File: config.mk
export PLATFORM = sky130hd
export DESIGN_NAME = bsc_sequencer
export DESIGN_NICKNAME = d
export VERILOG_FILES = /design/src/core/bsc_pkg.sv /design/src/core/bsc_sequencer.sv
export VERILOG_INCLUDE_DIRS = /design/src /design/src/core
export SDC_FILE = /design/constraint.sdc
export NUM_CORES = 1
export LEC_CHECK = 0
export BUFFER_PORTS_ARGS = -buffer_cell sky130_fd_sc_hd__buf_2
export CORE_MARGIN = 3
export CORE_UTILIZATION = 49
export CTS_CLUSTER_SIZE = 28
export DETAILED_ROUTE_END_ITERATION = 8
export GPL_TIMING_DRIVEN = 0
export PLACE_DENSITY = 0.74
export SYNTH_ARGS = -nofsm -noshare
export SYNTH_HDL_FRONTEND = slang
export SYNTH_SLANG_ARGS = --single-unit
File: constraint.sdc
create_clock -name ref_clk -period 2.4 [get_ports ref_clk]
set_clock_uncertainty 0.1 [all_clocks]
set_input_delay 0.24 -clock ref_clk [delete_from_list [all_inputs] [get_ports ref_clk]]
set_output_delay 0.24 -clock ref_clk [all_outputs]
set_load 0.03 [all_outputs]
File: src/core/bsc_defs.svh
// Timing-free constants of the start-up commutation sequencer.
// Assumes inclusion by the package and the core module only.
`ifndef BSC_DEFS_SVH
`define BSC_DEFS_SVH

// Drive word order: {low_a, low_b, low_c, high_a_n, high_b_n, high_c_n}
// High-side bits are active low; a 0 turns the switch on.
`define BSC_DRIVE_W     6
`define BSC_DRIVE_OFF   6'h07
`define BSC_DRIVE_R     6'h12
`define BSC_DRIVE_A     6'h0b
`define BSC_DRIVE_B     6'h0d
`define BSC_DRIVE_C     6'h25
`define BSC_DRIVE_D     6'h26
`define BSC_DRIVE_E     6'h16
`define BSC_DRIVE_F     6'h13

// One-hot sample selects {phase_a, phase_b, phase_c}
`define BSC_SEL_W       3
`define BSC_SEL_NONE    3'h0
`define BSC_SEL_A       3'h4
`define BSC_SEL_B       3'h2
`define BSC_SEL_C       3'h1

`endif

File: src/core/bsc_pkg.sv
// Types of the start-up commutation sequencer.
// Assumes bsc_defs.svh sits in the include path.
`include "bsc_defs.svh"

package bsc_pkg;

  typedef enum logic [1:0] {
    BSC_ALIGN,
    BSC_RAMP,
    BSC_RUN
  } bsc_mode_type;

  typedef enum logic [2:0] {
    BSC_ST_R,
    BSC_ST_A,
    BSC_ST_B,
    BSC_ST_C,
    BSC_ST_D,
    BSC_ST_E,
    BSC_ST_F
  } bsc_state_type;

  typedef struct packed {
    logic low_drive_phase_a;
    logic low_drive_phase_b;
    logic low_drive_phase_c;
    logic high_drive_phase_a_n;
    logic high_drive_phase_b_n;
    logic high_drive_phase_c_n;
  } bsc_drive_type;

  typedef struct packed {
    logic sense_phase_a;
    logic sense_phase_b;
    logic sense_phase_c;
  } bsc_sense_type;

endpackage

File: src/core/bsc_sequencer.sv
// Start-up and commutation sequencer of a sensorless three-phase motor drive.
// Assumes comparator trips and the oscillator clock are synchronous to
// ref_clk; the oscillator is seen as a level whose rising edge advances.
`timescale 1ns/1ps
`include "bsc_defs.svh"

module bsc_sequencer (
  input  wire logic                  ref_clk,        // 40 MHz system clock
  input  wire logic                  resetn,         // Async reset, active low
  input  wire logic                  align_trip,     // Align-time comparator tripped
  input  wire logic                  ramp_trip,      // Ramp-time comparator tripped
  input  wire logic                  osc_clk,        // Commutation oscillator clock
  input  wire bsc_pkg::bsc_sense_type sense_in,      // Phase sense comparator levels
  output bsc_pkg::bsc_drive_type     drive,          // Bridge gate drives
  output bsc_pkg::bsc_sense_type     sample_sel,     // One-hot undriven phase select
  output logic                       sampler_en,     // Back-EMF sampler enable
  output logic                       ramp_src_en,    // Ramp source on control node
  output logic                       sampled_level,  // Selected phase sense level, low outside run
  output bsc_pkg::bsc_mode_type      mode            // Current start-up mode
);
  import bsc_pkg::*;

  // ----------------------------------------------------------------
  // Table lookup
  // ----------------------------------------------------------------
  function automatic bsc_drive_type drive_of(input bsc_state_type s);
    unique case (s)
      BSC_ST_R: drive_of = `BSC_DRIVE_R;
      BSC_ST_A: drive_of = `BSC_DRIVE_A;
      BSC_ST_B: drive_of = `BSC_DRIVE_B;
      BSC_ST_C: drive_of = `BSC_DRIVE_C;
      BSC_ST_D: drive_of = `BSC_DRIVE_D;
      BSC_ST_E: drive_of = `BSC_DRIVE_E;
      BSC_ST_F: drive_of = `BSC_DRIVE_F;
      default:  drive_of = `BSC_DRIVE_OFF;
    endcase
  endfunction

  function automatic bsc_sense_type sel_of(input bsc_state_type s);
    unique case (s)
      BSC_ST_A, BSC_ST_D: sel_of = `BSC_SEL_B;
      BSC_ST_B, BSC_ST_E: sel_of = `BSC_SEL_A;
      BSC_ST_C, BSC_ST_F: sel_of = `BSC_SEL_C;
      default:            sel_of = `BSC_SEL_NONE;
    endcase
  endfunction

  function automatic bsc_state_type succ(input bsc_state_type s);
    unique case (s)
      BSC_ST_A: succ = BSC_ST_B;
      BSC_ST_B: succ = BSC_ST_C;
      BSC_ST_C: succ = BSC_ST_D;
      BSC_ST_D: succ = BSC_ST_E;
      BSC_ST_E: succ = BSC_ST_F;
      default:  succ = BSC_ST_A;
    endcase
  endfunction

  // ----------------------------------------------------------------
  // Oscillator edge
  // ----------------------------------------------------------------
  logic          osc_prev;
  logic          osc_rise;
  bsc_state_type state;
  bsc_state_type next_state;
  bsc_mode_type  next_mode;

  always_ff @(posedge ref_clk or negedge resetn) begin
    if (!resetn) begin
      osc_prev <= 1'b0;
    end else begin
      osc_prev <= osc_clk;
    end
  end

  assign osc_rise = osc_clk & ~osc_prev;

  // ----------------------------------------------------------------
  // Start-up mode
  // ----------------------------------------------------------------
  always_comb begin
    next_mode = mode;
    unique case (mode)
      BSC_ALIGN: if (align_trip) next_mode = BSC_RAMP;
      BSC_RAMP:  if (ramp_trip)  next_mode = BSC_RUN;
      BSC_RUN:   next_mode = BSC_RUN;
      default:   next_mode = BSC_ALIGN;
    endcase
  end

  always_ff @(posedge ref_clk or negedge resetn) begin
    if (!resetn) begin
      mode <= BSC_ALIGN;
    end else begin
      mode <= next_mode;
    end
  end

  // ----------------------------------------------------------------
  // Commutation state
  // ----------------------------------------------------------------
  // Entry to ramp waits for an oscillator edge, so state R holds
  // until the first real commutation clock.
  always_comb begin
    next_state = state;
    if (mode == BSC_ALIGN) begin
      next_state = BSC_ST_R;
    end else if (osc_rise) begin
      next_state = succ(state);
    end
  end

  always_ff @(posedge ref_clk or negedge resetn) begin
    if (!resetn) begin
      state <= BSC_ST_R;
    end else begin
      state <= next_state;
    end
  end

  // ----------------------------------------------------------------
  // Registered outputs
  // ----------------------------------------------------------------
  always_ff @(posedge ref_clk or negedge resetn) begin
    if (!resetn) begin
      drive      <= `BSC_DRIVE_R;
      sample_sel <= `BSC_SEL_NONE;
    end else begin
      drive      <= drive_of(next_state);
      sample_sel <= sel_of(next_state);
    end
  end

  always_ff @(posedge ref_clk or negedge resetn) begin
    if (!resetn) begin
      sampler_en  <= 1'b0;
      ramp_src_en <= 1'b0;
    end else begin
      sampler_en  <= (next_mode == BSC_RUN);
      ramp_src_en <= (next_mode == BSC_RAMP);
    end
  end

  // Sampled level is meaningless outside run; held low there.
  // Uses the registered select, which matches the drive word now on
  // the bridge; the next-state select would read a still driven leg.
  always_ff @(posedge ref_clk or negedge resetn) begin
    if (!resetn) begin
      sampled_level <= 1'b0;
    end else begin
      sampled_level <= (mode == BSC_RUN) &&
                       |(sense_in & sample_sel);
    end
  end

  // ----------------------------------------------------------------
  // Checks
  // ----------------------------------------------------------------
  chk_align_drive: assert property (@(posedge ref_clk) disable iff (!resetn)
    (mode == BSC_ALIGN) |=> (mode != BSC_ALIGN) || (drive == `BSC_DRIVE_R))
    else $error("align drive wrong");

  chk_align_exit: assert property (@(posedge ref_clk) disable iff (!resetn)
    (mode == BSC_ALIGN) && align_trip |=> (mode == BSC_RAMP))
    else $error("align did not end on trip");

  chk_align_hold: assert property (@(posedge ref_clk) disable iff (!resetn)
    (mode == BSC_ALIGN) && !align_trip |=> (mode == BSC_ALIGN))
    else $error("align left without trip");

  chk_ramp_step: assert property (@(posedge ref_clk) disable iff (!resetn)
    (mode != BSC_ALIGN) && osc_rise && (state == BSC_ST_F) |=> (state == BSC_ST_A))
    else $error("no wrap after F");

  chk_step_edge: assert property (@(posedge ref_clk) disable iff (!resetn)
    (mode != BSC_ALIGN) && !osc_rise |=> $stable(state))
    else $error("state moved without edge");

  chk_ramp_flags: assert property (@(posedge ref_clk) disable iff (!resetn)
    (mode == BSC_RAMP) |-> ramp_src_en && !sampler_en)
    else $error("ramp flags wrong");

  chk_run_sticky: assert property (@(posedge ref_clk) disable iff (!resetn)
    (mode == BSC_RUN) |=> (mode == BSC_RUN) [*3])
    else $error("run mode left");

  chk_run_sense: assert property (@(posedge ref_clk) disable iff (!resetn)
    (mode == BSC_RUN) |-> sampler_en && !ramp_src_en)
    else $error("run flags wrong");

  chk_sel_undriven: assert property (@(posedge ref_clk) disable iff (!resetn)
    (state != BSC_ST_R) |->
      ($countones(sample_sel) == 1) &&
      ((sample_sel & drive[5:3]) == `BSC_SEL_NONE) &&
      ((sample_sel & ~drive[2:0]) == `BSC_SEL_NONE))
    else $error("sample select wrong");

  chk_one_pair: assert property (@(posedge ref_clk) disable iff (!resetn)
    (mode != BSC_ALIGN) && (state != BSC_ST_R) |=>
      ($countones(drive[5:3]) == 1) && ($countones(~drive[2:0]) == 1) &&
      ((drive[5:3] & ~drive[2:0]) == `BSC_SEL_NONE))
    else $error("drive pair wrong");

  chk_no_realign: assert property (@(posedge ref_clk) disable iff (!resetn)
    (mode == BSC_RUN) |=> (state != BSC_ST_R))
    else $error("run returned to align");

  chk_ramp_start: assert property (@(posedge ref_clk) disable iff (!resetn)
    (mode != BSC_ALIGN) && osc_rise && (state == BSC_ST_R) |=> (state == BSC_ST_A))
    else $error("ramp did not start at A");

  chk_idle_select: assert property (@(posedge ref_clk) disable iff (!resetn)
    (state == BSC_ST_R) |-> (sample_sel == `BSC_SEL_NONE) && !sampled_level)
    else $error("select active in state R");

endmodule

==> metrics.log <==
[metrics] detail-routed via count per cell: 5.20
[metrics] detail-routed net length per standard cell: 12.6 um
[metrics] number of antenna violations at the first check in global routing: 0
[metrics] number of CTS-inserted buffers: 3
[metrics] cell type contributing the most total cell area after synthesis: sky130_fd_sc_hd__dfrtp_1
[metrics] minimum clock period after layout: 2.12 ns
[metrics] count of final setup violators: 0
[metrics] top post-synthesis cells by area: sky130_fd_sc_hd__dfrtp_1 51%, sky130_fd_sc_hd__dfstp_2 6.7%, sky130_fd_sc_hd__nor2_1 3.3%
[metrics] max-slew violation count: 0
[metrics] Overflow after GRT: 0
[metrics] Setup Fix Bufs, Post-CTS: 0
[metrics] fraction of layout cells with a size suffix above 1: 0.306
[metrics] count of flip-flops with a built-in enable after synthesis: 0
[metrics] sequential cell area: 453 um^2
[metrics] Synth Flop Type: sky130_fd_sc_hd__dfrtp_1
[metrics] synthesized netlist cell count: 71
[metrics] relative max-transition margin: 0.665
[metrics] fmax: 0.472 GHz
[metrics] proportion of netlist area held by the largest area contributor: 0.509
[metrics] number of nets with antenna violations after routing: 0
[metrics] Longest Clk Path Bufs: 2
[metrics] global-route wire length before repair: 2.35 mm
[metrics] DRC violation total after the first TritonRoute iteration: 6
[metrics] placed instance area: 911 um^2
[metrics] Final Cycle Share: 0.883
[metrics] combinational share of power: 0.448
[metrics] result of the run: complete, no violations
[metrics] share of power burned in the clock network: 0.155
[metrics] Syn Std Cell Area: 787 um^2
[metrics] number of sinks driven by the clock tree: 18
[metrics] number of top-level pins: 22
[metrics] number of buffers inserted by port buffering: 21
[metrics] Seq/Total Area, Yosys: 0.576
[metrics] synthesis-to-finish area growth: 22.9%
[metrics] Yosys Warn Count: 0
[metrics] number of instances resized during post-cts repair: 0
[metrics] number of inserted filler cells in the final layout: 113
[metrics] post-synth cell types: 27
[metrics] critical path type: register to register
[metrics] Die Footprint: 0.00212 mm^2
[metrics] estimated wirelength of the detail-placed design: 1.07 mm
[metrics] Seq pwr share: 0.397
[metrics] maximum capacitance violations: 0
[metrics] nature of the critical path startpoint: register
[metrics] design area: 967 um^2
[metrics] Total Wirelength: 1.43 mm
[metrics] cell chosen for the clock root: sky130_fd_sc_hd__clkbuf_4
[metrics] async set or reset register ratio after synthesis: 1.00
[metrics] largest net degree at the start of global routing: 19
[metrics] Worst setup EP type: register
[metrics] clock insertion delay at the later pin of the skew report: 0.29 ns
[metrics] most common cell after layout, fill and taps aside: sky130_fd_sc_hd__buf_2
[metrics] Avg Inst Size Synth: 11.1 um^2
[metrics] internal power of the cells: 0.666 mW
[metrics] vias in the first global route: 562
[metrics] number of buffers inserted for hold repair after clock tree synthesis: 2
[metrics] horizontal die dimension: 46.1 um
[metrics] switching share of power: 0.432
[metrics] CTS H-tree lvls: 1
[metrics] unrepaired setup endpoints after global routing: no
[metrics] drt first pass iters: 4
[metrics] worst min-delay path category: input port to register
[metrics] critical path data arrival time: 2.24 ns
[metrics] Crit Path Max Fanout: 10
[metrics] Core Box Area: 0.00140 mm^2
[metrics] most frequent cells in the layout: 22 x sky130_fd_sc_hd__buf_2, 16 x sky130_fd_sc_hd__dfrtp_1, 7 x sky130_fd_sc_hd__nor2_1
[metrics] peak ir drop on the vdd network: 0.606 mV
[metrics] chip height: 46.1 um
[metrics] Register-to-Register Setup Slack: 0.28 ns
[metrics] weighted congestion reported at the end of routability-driven placement: 0.713
[metrics] number of antenna repair diodes: 0
[metrics] Least-Margin Pin Slew: 0.501 ns
[metrics] register bit total from synthesis: 18
[metrics] switching component of the power: 0.507 mW
[metrics] Site Rows: 13
[metrics] required time of the worst setup path: 2.52 ns
[metrics] count of vias placed by the detailed router: 588
[metrics] initial cell density of the core: 0.563
[metrics] DRC errors left: 0
[metrics] post-synthesis net count: 81
[metrics] Multi-input gate area: 314 um^2
[metrics] final hold vios: 0
[metrics] clock transition time at the flip-flop clock pins of the worst setup and hold paths: 0.10 ns
[metrics] reported leakage power: 0.474 nW
[metrics] cell area power density: 1210 mW/mm^2
[metrics] overall fraction of global-route tracks in use: 0.158
[metrics] sum of negative setup slack: 0 ns
[metrics] post-layout net count: 109
[metrics] clock tree from TritonCTS: done
-- per-layer routing --
metal,wire length (um),track usage,vias to the layer above
li1,-,-,299
met5,0,0,-
met2,653,0.234,16
met4,15,0.0682,0
met1,686,0.229,271
met3,73,0.0234,2
-- power groups by stage --
stage / combinational [mW] / sequential [mW] / clock, mW
2_1_floorplan: 0.233 / 0.622 / 0
3_3_place_gp: 0.512 / 0.466 / 0
3_5_place_dp: 0.529 / 0.471 / 0
4_1_cts: 0.532 / 0.466 / 0.187
5_1_grt: 0.579 / 0.479 / 0.197
6_report: 0.526 / 0.465 / 0.182
-- logic make-up (layout without fill, tap and decap cells) --
family,count (synthesis),in the layout,share of synthesized area
xor+xnor,3,3,0.0334
buf+inv,5,32,0.0254
fa+ha+maj,2,2,0.0318
mux,1,1,0.0127
compound gates,14,14,0.129
flops,18,18,0.576
simple gates,28,28,0.192
-- final cells by class --
| cell class | instances | share of cell area |
|---|---|---|
| Clock buffer | 4 | 0.0375 |
| Tap cell | 15 | 0.0194 |
| Sequential cell | 18 | 0.468 |
| Timing Repair Buffer | 23 | 0.129 |
| Buffer | 1 | 0.00517 |
| Inverter | 4 | 0.0155 |
| Multi-Input combinational cell | 48 | 0.325 |
-- critical path: stages, from the launching register on --
cell                      delay [ns]
sky130_fd_sc_hd__dfrtp_1        0.43
sky130_fd_sc_hd__inv_1          0.06
sky130_fd_sc_hd__ha_1           0.33
sky130_fd_sc_hd__nor2b_1        0.14
sky130_fd_sc_hd__o32ai_1        0.37
sky130_fd_sc_hd__o21ai_4        0.16
sky130_fd_sc_hd__or3_1          0.32
sky130_fd_sc_hd__a21oi_1        0.13
-- flip-flops by register name (all words and copies together) (netlist names) --
register,flops
drive,6
ramp_src_en,1
sample_sel,3
sampler_en,1
osc_prev,1
mode,2
state,3
sampled_level,1
-- path summary, 6_finish.rpt --
kind                                    start             to  depth (start not counted)
max in group asynchronous              resetn       drive[4]                          2
worst max register to register       state[1]       drive[5]                          7
worst min-delay path               align_trip        mode[0]                          3
min in group asynchronous              resetn       osc_prev                          2
worst min register to register  sample_sel[2]  sampled_level                          2
worst max-delay path                 state[1]       drive[5]                          7
-- through the flow --
stage          setup slack, ns  hold slack [ns]  power (mW)  instances  utilization
2_1_floorplan            0.452           -0.156       0.855         71            -
3_3_place_gp             0.361           0.0761       0.978        107        0.651
3_5_place_dp             0.304           0.0815        1.00        107        0.651
4_1_cts                  0.277            0.118        1.18        113        0.691
5_1_grt                 0.0897            0.127        1.25        113        0.691
6_report                 0.280            0.117        1.17        113        0.691
-- cells in the mapped netlist, drive strengths merged, types with 2 or more instances --
cell and count:
a21oi 4, dfrtp 16, dfstp 2, ha 2, inv 4, nand2 4, nand2b 2, nand3 3
nor2 7, nor2b 4, nor3 2, o21ai 6, or3b 2, xnor2 2
No activity file was read; power rests on OpenSTA's default activity.
